**config.mk**
```make
export PLATFORM = sky130hd
export DESIGN_NAME = asc_ctrl
export DESIGN_NICKNAME = d
export VERILOG_FILES = /design/src/asc_pkg.sv /design/src/asc_ctrl.sv /design/src/asc_timer.sv
export SDC_FILE = /design/constraint.sdc
export NUM_CORES = 1
export LEC_CHECK = 0
export ABC_AREA = 0
export BUFFER_PORTS_ARGS = -buffer_cell sky130_fd_sc_hd__buf_2
export CAP_MARGIN = 25
export CORE_ASPECT_RATIO = 1.25
export CORE_MARGIN = 3
export CORE_UTILIZATION = 28
export DETAILED_ROUTE_END_ITERATION = 12
export GPL_TIMING_DRIVEN = 0
export PLACE_DENSITY = 0.63
export SLEW_MARGIN = 20
export SYNTH_ARGS = -nofsm -noshare
export SYNTH_HDL_FRONTEND = slang
export SYNTH_SLANG_ARGS = --single-unit
```
**constraint.sdc**
```tcl
create_clock -name SYS_CLK_IN -period 1.84 [get_ports SYS_CLK_IN]
set_clock_uncertainty 0.15 [all_clocks]
set_input_delay 0 -clock SYS_CLK_IN [delete_from_list [all_inputs] [get_ports SYS_CLK_IN]]
set_output_delay 0 -clock SYS_CLK_IN [all_outputs]
set_load 0.02 [all_outputs]
```
**src/asc_pkg.sv**
```systemverilog
// Package for the asynchronous static memory controller.
// Assumes a single 20 MHz system clock; all timing derived from it.
package asc_pkg;
  localparam int unsigned CLK_PERIOD_NS = 50;
  localparam int unsigned ADDR_W = 20;
  localparam int unsigned DATA_W = 16;
  // Slow grade figures, the safe choice for either grade
  localparam int unsigned T_RC_NS = 70;
  localparam int unsigned T_AA_NS = 70;
  localparam int unsigned T_DOE_NS = 35;
  localparam int unsigned T_WC_NS = 70;
  localparam int unsigned T_AW_NS = 60;
  localparam int unsigned T_SD_NS = 30;
  localparam int unsigned T_HZWE_NS = 25;
  // Least times round up to whole cycles, at least one
  function automatic int unsigned ns_to_cyc(input int unsigned ns);
    int unsigned c;
    c = (ns + CLK_PERIOD_NS - 1) / CLK_PERIOD_NS;
    return (c < 1) ? 1 : c;
  endfunction
  localparam int unsigned RD_CYC = ns_to_cyc(T_AA_NS);
  localparam int unsigned WR_CYC = ns_to_cyc(T_AW_NS);
  localparam int unsigned TURN_CYC = ns_to_cyc(T_HZWE_NS);
  localparam logic [3:0] CNT_RESET = 4'h0;
  localparam logic [ADDR_W-1:0] ADDR_RESET = 20'h00000;
  localparam logic [DATA_W-1:0] DATA_RESET = 16'h0000;
  typedef enum logic [2:0] {
    ASC_IDLE = 3'b000,
    ASC_RD = 3'b001,
    ASC_WTURN = 3'b011,
    ASC_WR = 3'b010,
    ASC_RECOV = 3'b110
  } asc_state_t;
endpackage

```
**src/asc_ctrl.sv**
```systemverilog
// Host controller for an asynchronous 1M x 16 static memory.
// Assumes the memory pins are wired straight to the outputs; data bus is split in/out/enable.
`timescale 1ns/1ps
`default_nettype none
// Overview of operation
// - Write needs selects active and strobe low
// - Read needs selects, output enable, strobe high
// - Write period is overlap of strobes
// - Host drives no data while memory drives
// - Address valid before selects assert (here address and selects latch on the same edge)
// - Address stable across the whole write
// - Write data set up before write end
// - Address steady from write start to end
// - Data may drop when write ends
module asc_ctrl import asc_pkg::*; (
  input wire logic SYS_CLK_IN,
  input wire logic RESET_IN,
  input wire logic REQ_VALID_IN,
  input wire logic REQ_WRITE_IN,
  input wire logic [ADDR_W-1:0] REQ_ADDR_IN,
  input wire logic [DATA_W-1:0] REQ_WDATA_IN,
  input wire logic [1:0] REQ_BYTE_EN_IN,
  output logic REQ_READY_OUT,
  output logic RSP_VALID_OUT,
  output logic [DATA_W-1:0] RSP_RDATA_OUT,
  output logic [ADDR_W-1:0] MEM_ADDR_OUT,
  output logic MEM_CHIP_SELECT_N_OUT,
  output logic MEM_CHIP_SELECT_HI_OUT,
  output logic MEM_WRITE_STROBE_N_OUT,
  output logic MEM_OUTPUT_EN_N_OUT,
  output logic MEM_HIGH_BYTE_SEL_N_OUT,
  output logic MEM_LOW_BYTE_SEL_N_OUT,
  input wire logic [DATA_W-1:0] MEM_DATA_IN,
  output logic [DATA_W-1:0] MEM_DATA_OUT,
  output logic MEM_DATA_OE_N_OUT
);
  asc_state_t state_r, state_nxt;
  logic [DATA_W-1:0] din_s1_r, din_s2_r, din_s3_r;
  logic [DATA_W-1:0] rdata_r;
  logic rsp_valid_r;
  logic [ADDR_W-1:0] addr_r;
  logic [DATA_W-1:0] wdata_r;
  logic [1:0] ben_n_r;
  logic cs_n_r, cs_hi_r, we_n_r, oe_n_r, doe_n_r;
  logic tmr_load, tmr_done;
  logic [3:0] tmr_count;
  logic take_req, take_rd, take_wr, rd_done, wr_start, wr_done;

  // Data pins pass three flops; the last one is captured on rd_done
  always_ff @(posedge SYS_CLK_IN) begin
    din_s1_r <= MEM_DATA_IN;
    din_s2_r <= din_s1_r;
    din_s3_r <= din_s2_r;
  end

  assign take_req = (state_r == ASC_IDLE) && REQ_VALID_IN && (REQ_BYTE_EN_IN != 2'h0);
  assign take_rd = take_req && !REQ_WRITE_IN;
  assign take_wr = take_req && REQ_WRITE_IN;
  // Extra cycles let the sampling pipeline catch up
  assign rd_done = (state_r == ASC_RD) && tmr_done;
  assign wr_start = (state_r == ASC_WTURN) && tmr_done;
  assign wr_done = (state_r == ASC_WR) && tmr_done;
  assign tmr_load = take_rd || take_wr || wr_start || wr_done;
  assign tmr_count = take_rd ? 4'(RD_CYC + 3) : (take_wr ? 4'(TURN_CYC) : (wr_start ? 4'(WR_CYC) : 4'h1));

  asc_timer #(.CNT_W(4)) u_timer (
    .SYS_CLK_IN(SYS_CLK_IN),
    .RESET_IN(RESET_IN),
    .load_in(tmr_load),
    .count_in(tmr_count),
    .done_out(tmr_done)
  );

  always_comb begin
    state_nxt = state_r;
    unique case (state_r)
      ASC_IDLE: begin
        if (take_rd) state_nxt = ASC_RD;
        else if (take_wr) state_nxt = ASC_WTURN;
      end
      ASC_RD: if (rd_done) state_nxt = ASC_RECOV;
      ASC_WTURN: if (wr_start) state_nxt = ASC_WR;
      ASC_WR: if (wr_done) state_nxt = ASC_RECOV;
      ASC_RECOV: if (tmr_done || !tmr_load) state_nxt = ASC_IDLE;
      default: state_nxt = ASC_IDLE;
    endcase
  end

  always_ff @(posedge SYS_CLK_IN) begin
    if (RESET_IN) state_r <= ASC_IDLE;
    else state_r <= state_nxt;
  end

  // Address, selects and data latched together so address leads nothing
  always_ff @(posedge SYS_CLK_IN) begin
    if (RESET_IN) begin
      addr_r <= ADDR_RESET;
      wdata_r <= DATA_RESET;
      ben_n_r <= 2'h3;
      cs_n_r <= 1'b1;
      cs_hi_r <= 1'b0;
    end else if (take_req) begin
      addr_r <= REQ_ADDR_IN;
      wdata_r <= REQ_WDATA_IN;
      ben_n_r <= ~REQ_BYTE_EN_IN;
      cs_n_r <= 1'b0;
      cs_hi_r <= 1'b1;
    end else if (rd_done || wr_done) begin
      ben_n_r <= 2'h3;
      cs_n_r <= 1'b1;
      cs_hi_r <= 1'b0;
    end
  end

  // Strobes: read enable over RD, write strobe only after turnaround
  always_ff @(posedge SYS_CLK_IN) begin
    if (RESET_IN) begin
      we_n_r <= 1'b1;
      oe_n_r <= 1'b1;
      doe_n_r <= 1'b1;
    end else begin
      oe_n_r <= !(take_rd || ((state_r == ASC_RD) && !rd_done));
      we_n_r <= !(wr_start || ((state_r == ASC_WR) && !wr_done));
      doe_n_r <= !(take_wr || (state_r == ASC_WTURN) ||
                   ((state_r == ASC_WR) && !wr_done));
    end
  end

  always_ff @(posedge SYS_CLK_IN) begin
    if (RESET_IN) begin
      rdata_r <= DATA_RESET;
      rsp_valid_r <= 1'b0;
    end else begin
      rsp_valid_r <= rd_done;
      if (rd_done) rdata_r <= din_s3_r;
    end
  end

  always_ff @(posedge SYS_CLK_IN) begin
    if (RESET_IN) REQ_READY_OUT <= 1'b0;
    else REQ_READY_OUT <= (state_nxt == ASC_IDLE);
  end

  assign RSP_VALID_OUT = rsp_valid_r;
  assign RSP_RDATA_OUT = rdata_r;
  assign MEM_ADDR_OUT = addr_r;
  assign MEM_CHIP_SELECT_N_OUT = cs_n_r;
  assign MEM_CHIP_SELECT_HI_OUT = cs_hi_r;
  assign MEM_WRITE_STROBE_N_OUT = we_n_r;
  assign MEM_OUTPUT_EN_N_OUT = oe_n_r;
  assign MEM_HIGH_BYTE_SEL_N_OUT = ben_n_r[1];
  assign MEM_LOW_BYTE_SEL_N_OUT = ben_n_r[0];
  assign MEM_DATA_OUT = wdata_r;
  assign MEM_DATA_OE_N_OUT = doe_n_r;

  property p_no_contention;
    @(posedge SYS_CLK_IN) disable iff (RESET_IN) !(!doe_n_r && !oe_n_r);
  endproperty
  a_no_contention: assert property (p_no_contention) else $error("Bus driven during read");

  property p_we_needs_sel;
    @(posedge SYS_CLK_IN) disable iff (RESET_IN) !we_n_r |-> (!cs_n_r && cs_hi_r && ben_n_r != 2'h3);
  endproperty
  a_we_needs_sel: assert property (p_we_needs_sel) else $error("Write strobe without select");

  property p_we_oe_excl;
    @(posedge SYS_CLK_IN) disable iff (RESET_IN) !oe_n_r |-> we_n_r;
  endproperty
  a_we_oe_excl: assert property (p_we_oe_excl) else $error("Read with write strobe low");

  property p_data_before_we;
    @(posedge SYS_CLK_IN) disable iff (RESET_IN) $fell(we_n_r) |-> $past(!doe_n_r);
  endproperty
  a_data_before_we: assert property (p_data_before_we) else $error("Write data late");

  property p_addr_stable_wr;
    @(posedge SYS_CLK_IN) disable iff (RESET_IN) !we_n_r |-> $stable(addr_r);
  endproperty
  a_addr_stable_wr: assert property (p_addr_stable_wr) else $error("Address moved in write");

  property p_we_width;
    @(posedge SYS_CLK_IN) disable iff (RESET_IN) $fell(we_n_r) |-> !we_n_r [*2];
  endproperty
  a_we_width: assert property (p_we_width) else $error("Write strobe too short");

  property p_rd_len;
    @(posedge SYS_CLK_IN) disable iff (RESET_IN) $fell(oe_n_r) |-> !oe_n_r [*5] ##1 oe_n_r;
  endproperty
  a_rd_len: assert property (p_rd_len) else $error("Read length wrong");

  property p_rsp_after_rd;
    @(posedge SYS_CLK_IN) disable iff (RESET_IN) $rose(oe_n_r) |-> rsp_valid_r;
  endproperty
  a_rsp_after_rd: assert property (p_rsp_after_rd) else $error("No response after read");

  property p_data_during_we;
    @(posedge SYS_CLK_IN) disable iff (RESET_IN) !we_n_r |-> !doe_n_r;
  endproperty
  a_data_during_we: assert property (p_data_during_we) else $error("Write data not driven");

  property p_release_after_done;
    @(posedge SYS_CLK_IN) disable iff (RESET_IN) (rd_done || wr_done) |=> (cs_n_r && !cs_hi_r && we_n_r && oe_n_r && doe_n_r);
  endproperty
  a_release_after_done: assert property (p_release_after_done) else $error("Pins not released");

  property p_addr_stable_sel;
    @(posedge SYS_CLK_IN) disable iff (RESET_IN) (!cs_n_r && $past(!cs_n_r)) |-> $stable(addr_r);
  endproperty
  a_addr_stable_sel: assert property (p_addr_stable_sel) else $error("Address moved while selected");
endmodule
`default_nettype wire

```
**src/asc_timer.sv**
```systemverilog
// Down counter giving a done pulse after a loaded cycle count.
// Same clock and reset as the controller.
`timescale 1ns/1ps
`default_nettype none
module asc_timer import asc_pkg::*; #(
  parameter int unsigned CNT_W = 4
) (
  input wire logic SYS_CLK_IN,
  input wire logic RESET_IN,
  input wire logic load_in,
  input wire logic [CNT_W-1:0] count_in,
  output logic done_out
);
  logic [CNT_W-1:0] cnt_r;
  logic run_r;
  assign done_out = run_r && (cnt_r == CNT_W'(1));
  always_ff @(posedge SYS_CLK_IN) begin
    if (RESET_IN) begin
      cnt_r <= CNT_W'(CNT_RESET);
      run_r <= 1'b0;
    end else if (load_in) begin
      cnt_r <= count_in;
      run_r <= 1'b1;
    end else if (run_r) begin
      cnt_r <= cnt_r - CNT_W'(1);
      run_r <= (cnt_r != CNT_W'(1));
    end
  end
endmodule
`default_nettype wire

```
Word level (Yosys, flattened, before mapping)
Index checks and enable logic that the tools add are counted.
- bits in read-only memories: 0
- memories kept: 0
- flip-flop bits (word level): 117
- RAM bits: 0
- bits in latches: 0
- bits of input ports: 58
- word-level logic and storage cells: 76
- output and inout bits: 61
- bitwise operators: 1
- shifts and indexed selects: 0
- $lt $le $gt $ge: 0
- add/subtract/negate cells: 1
- div/mod/pow operators: 0
- equality and inequality tests: 6
- reductions and logical operators: 31
- multipliers: 0
- muxes and demuxes: 20
- operators by type and width (operator ; number):
    3-bit 2-to-1 mux ; 7
    3-bit one-hot mux with 5 select lines ; 1
    1-bit logical AND ; 10
    1-bit logical OR ; 9
    2-bit 2-to-1 mux ; 4
    4-bit 2-to-1 mux ; 2
    1-bit logical NOT ; 7
    3-bit by 2-bit equality test with 1-bit output (second input constant) ; 2
    3-bit logical NOT ; 2
    1-bit 2-to-1 mux ; 6
    2-bit nonzero test ; 3
    4-bit by 1-bit equality test with 1-bit output (second input constant) ; 1
    4-bit by 1-bit != test with 1-bit output (second input constant) ; 1
    4-bit by 1-bit subtractor with 4-bit output (second input constant) ; 1
    3-bit by 1-bit equality test with 1-bit output (second input constant) ; 1
    3-bit equality test (second input constant) ; 1
    2-bit NOT ; 1

Depth between registers and ports, before layout
- depth in word-level cells: 12
- gate-level depth with buffers: 6
- gate-level depth less buffers: 5

Modules after synthesis
Synthesis repeated with hierarchy kept, for this count alone.
- cell total of the unflattened synthesis: 376
- area total of the unflattened synthesis: 3694.8 um^2
- by module, submodules not included (module ; sequential area each (um^2) ; cells each ; area each (um^2) ; instances):
    asc_ctrl ; 2242.2 ; 344 ; 3410.8 ; 1
    asc_timer ; 100.1 ; 32 ; 284.0 ; 1

Least setup slack after synthesis
No wires, ideal clock.
- kind: register -> register
- start: register state_r[1]
- end: register oe_n_r, in the netlist MEM_OUTPUT_EN_N_OUT
- library setup time: 0.120 ns
- buffers on the path: 3
- clock period less this slack: 1.774 ns
- arrival: 1.503 ns
- required time: 1.570 ns
- path slack: 0.066 ns
- stages on the path, launching flop included: 7
- path through: dfxtp_1 > buf_2 > or4b_4 > buf_6 > buf_6 > o32ai_2 > nand2_1
- word-level cells in the longest chain between the ends: 6
- elaborated cells between the ends (all ways): 10
- those cells by class: 1 x eq/ne; 9 x reduce/logical
- ends and longest elaborated chain (element ; RTL line ; source):
    start: declaration ; asc_ctrl.sv:37 ; asc_state_t state_r, state_nxt;
    start signal: assignment ; asc_ctrl.sv:91 ; else state_r <= state_nxt;
    3-bit by 1-bit equality test with 1-bit output or 3-bit logical NOT (tied branches) ; asc_ctrl.sv:60, asc_ctrl.sv:122, asc_ctrl.sv:56 ;
    1-bit logical AND, on equally long branches ; asc_ctrl.sv:60, asc_ctrl.sv:56 ;
    1-bit logical NOT or 1-bit logical AND (tied branches) ; asc_ctrl.sv:122, asc_ctrl.sv:56 ;
    1-bit logical AND, on equally long branches ; asc_ctrl.sv:122, asc_ctrl.sv:57 ;
    1-bit logical OR * ; asc_ctrl.sv:122 ; oe_n_r <= !(take_rd || ((state_r == ASC_RD) && !rd_done));
    1-bit logical NOT * ; asc_ctrl.sv:122 ;
    end signal: assignment ; asc_ctrl.sv:122 ;
    end: declaration ; asc_ctrl.sv:44 ; logic cs_n_r, cs_hi_r, we_n_r, oe_n_r, doe_n_r;
Mark *: on every way between the ends. The rest lies on a longest branch, timed or not.
A chain may end at the register's enable or synchronous reset.

Worst setup path in the final report
- start: register state_r[0]
- end: register oe_n_r, in the netlist MEM_OUTPUT_EN_N_OUT
The elaborated chain is that of the path after synthesis.

==> results by group <==
CTS
  – Worst-path clk slew: 0.06 ns
  – CTS tree: done
  – Num CTS Buffers: 17
  – Root buf cell: clkbuf_16
  – Clock Path Buffers: 2
  – H-tree depth: 4
  – CTS sink count: 117
  – Clock latency on the worst-skew pair: 0.40 ns

Yosys
  – Distinct cells, synth: 40
  – Main combinational cell family by area after synthesis: compound AO/OA/AOI/OAI gates
  – Most used flip-flop cell after synthesis: dfxtp_1
  – Number of flops mapped to enable cells by yosys: 0
  – FF+latch count, synth: 117
  – Synth warn: 0
  – Fraction of registers with async set/reset: 0%
  – Simple-gate portion of the synthesized area: 12.4%
  – Xor and xnor area share after synthesis: 0.706%
  – Synth Net Count: 430
  – Syn Area/Cell: 10.1 µm²
  – Yosys top cell by area: dfxtp_1
  – Compound-Gate Fraction of Synth Area: 18.6%
  – Mux contribution to synthesized area: 0%
  – Post-Syn Area: 0.00372 mm²
  – Largest cells by area after synthesis: dfxtp_1, a21oi_1, nand3_1
  – Sequential area share after synthesis: 62.9%
  – Yosys top cell area share: 62.9%
  – Adder-Cell Fraction of Synth Area: 0.672%
  – Synthesized instance count: 370

Cells and area
  – Diode count: 0
  – Filler cells: 1,192
  – Design Area, Final: 0.00584 mm²
  – Final core occ: 45.5%
  – Final nets: 630
  – Finished Layout Cells: 751
  – Syn-to-layout area delta: 57.0%
  – Layout cells sized above 1: 31.7%

STA
  – Final hold violations: 0
  – Final worst slack: -0.0207 ns
  – Slew Viols, Final: 0
  – Fmax: 0.537 GHz
  – Period minus WS final: 1.86 ns
  – Slew @ Worst Pin: 0.594 ns
  – Hold Slack: 0.0681 ns
  – Slew Limit Headroom: 60.4%
  – Final setup fails: 1
  – RSZ-0062 raised after global routing: true
  – Final worst-path cycle share: 101%

Setup path
  – CP startpoint kind: flop
  – Req. time, crit path: 1.97 ns
  – Buf/Inv on CP: 3
  – Crit-path leading delay family: simple AND/OR/NAND/NOR gates
  – Most used cell, CP: buf_6
  – Critical path class: flop to flop
  – Crit end category: flop
  – Worst path max stage delay: 0.54 ns
  – Slowest cell on crit path: or4b_4
  – Worst Path Arrival: 1.99 ns
  – Crit path cell chain: buf_6 -> or4b_4 -> buf_6 -> buf_8 -> o32ai_4 -> nand2_1
  – Crit path max fanout: 10

Place
  – Placed Area: 0.00452 mm²
  – Gpl congestion: 0.736
  – PortBufs: 118
  – DP HPWL: 6910 µm
  – DP Cell Count: 656

Die
  – IO Count: 119
  – Row cnt: 46
  – Core area: 0.0128 mm²
  – Initial core utilization: 29.0%
  – Die height: 135 µm
  – Die W: 109 µm
  – Die ar.: 0.0147 mm²

GRT
  – Overall global routing resource usage: 13.9%
  – Number of global-route vias before repair: 3,328
  – Grt ovf: 0
  – Largest net degree at the start of global routing: 17
  – Initial antenna violation count: 0
  – First-pass GRT wire length: 16,100 µm

Drt
  – Drt via density: 4.69
  – Vias after detailed routing: 3,520
  – Detail Route Antenna Nets: 0
  – Residual DRC: 0
  – Drt wl/cell: 13.7 µm
  – Initial DRC Count: 308
  – Routed Wire Length: 10,300 µm
  – First-pass iteration count of the detailed router: 4

Min path
  – HP Class: primary input to flop

Power and ir drop
  – Final total power: 6.93 mW
  – Pwr Density: 1190 mW/mm²
  – Pleak: 2.46 nW
  – Peak VDD IR: 944 µV

Status
  – Failing checks: negative setup slack
  – Status: complete, but fails checks

Job
  – Maxcap violations: 0
cells in the mapped netlist (2+ instances only):
library cell / number
dfxtp_1: 117
a21oi_1: 56
nand3_1: 56
o21ai_0: 54
clkbuf_1: 26
nor2_1: 6
buf_2: 5
inv_1: 5
buf_6: 3
o22ai_1: 3
xnor2_1: 3
a21o_1: 2
a2bb2oi_1: 2
ha_1: 2
nand2_1: 2
nand2b_1: 2
nor2b_1: 2
nor3_1: 2
logic make-up after synthesis:
kind of cell               count (synthesis)
adders and majority gates                  2
AOI/OAI and AO/OA                        127
DFF                                      117
buffers and inverters                     39
xor gates and xnor gates                   3
and+or+nand+nor                           82
worst paths after layout:
check	from	to	slack (ns)	cells past startpoint
worst min register to register	din_s1_r[8]$_DFF_P_	din_s2_r[8]$_DFF_P_	0.18	0
worst max register to register	state_r[0]$_SDFF_PP0_	MEM_OUTPUT_EN_N_OUT$_SDFF_PP1_	-0.02	6
worst max-delay path	state_r[0]$_SDFF_PP0_	MEM_OUTPUT_EN_N_OUT$_SDFF_PP1_	-0.02	6
worst min-delay path	MEM_DATA_IN[15]	din_s1_r[15]$_DFF_P_	0.07	2
area by class of cell:
| class | count | area (µm²) | area share (%) |
|---|---|---|---|
| sequential | 117 | 2350 | 40.1 |
| multi-input combinational | 214 | 1260 | 21.5 |
| timing repair buffer | 183 | 1220 | 20.9 |
| clock buffer | 17 | 425 | 7.28 |
| tap | 168 | 210 | 3.60 |
| clock inverter | 15 | 184 | 3.15 |
| buffer | 32 | 184 | 3.15 |
| inverter | 5 | 18.8 | 0.321 |
report_power, final:
group	switching [mW]	internal, mW
Combinational	0.453	0.375
Sequential	0.0711	2.69
Clock	1.29	2.06
Total	1.81	5.12
repair_timing:
item | CTS | global route
buffers inserted | 4 | 5
resized for setup | 13 | 31
pin swaps | 1 | 2
hold endpoints to repair | 62 | 0
hold buffers | 56 | 0
setup endpoints to repair | 54 | 60
worst reg2reg max path, cell delays in order (launching register included):
cell	delay, ns
dfxtp_1	0.31
buf_6	0.14
or4b_4	0.54
buf_6	0.16
buf_8	0.13
o32ai_4	0.23
nand2_1	0.08
through the flow:
step	setup WS, ns	TNS, ns
6_report	-0.0207	-0.0207
5_1_grt	-0.0728	-0.685
4_1_cts	-0.0239	-0.0248
3_5_place_dp	-0.183	-4.06
3_3_place_gp	-0.211	-3.44
2_1_floorplan	0.0662	0
routing by layer:
metal,vias up,GRT usage [%],part of all wire (%)
met5,-,0,0
met4,0,4.84,1.5
met3,17,5.36,8.7
met2,146,23.3,49
met1,1641,16.2,41
li1,1716,-,-
placed cells by master, fill, tap and decap left out, types with 2 or more instances in the layout:
cell type,netlist,routed
buf_4,0,9
a21o_1,2,2
clkbuf_4,0,3
a21oi_1,56,56
bufinv_16,0,2
inv_1,5,5
xnor2_1,3,3
o22ai_1,3,3
dfxtp_1,117,116
a2bb2oi_1,2,2
nor3_1,2,2
dlygate4sd3_1,0,56
inv_8,0,5
buf_2,5,122
buf_6,3,4
clkbuf_1,26,15
o21ai_0,54,46
clkbuf_16,0,17
nand2_1,2,2
clkbuf_2,0,5
nand2b_1,2,2
ha_1,2,2
inv_6,0,5
nor2_1,6,6
nand3_1,56,56
nor2b_1,2,2
o21ai_1,0,8
clkinvlp_4,0,2
state kept, by name, indices dropped and copies added, names as in the netlist, 2 cells and up:
register	flops
din_s3_r	16
RSP_RDATA_OUT	16
state_r	3
MEM_ADDR_OUT	20
u_timer.cnt_r	4
ben_n_r	2
din_s2_r	16
MEM_DATA_OUT	16
din_s1_r	16
Power figures use the tool's default switching activity.
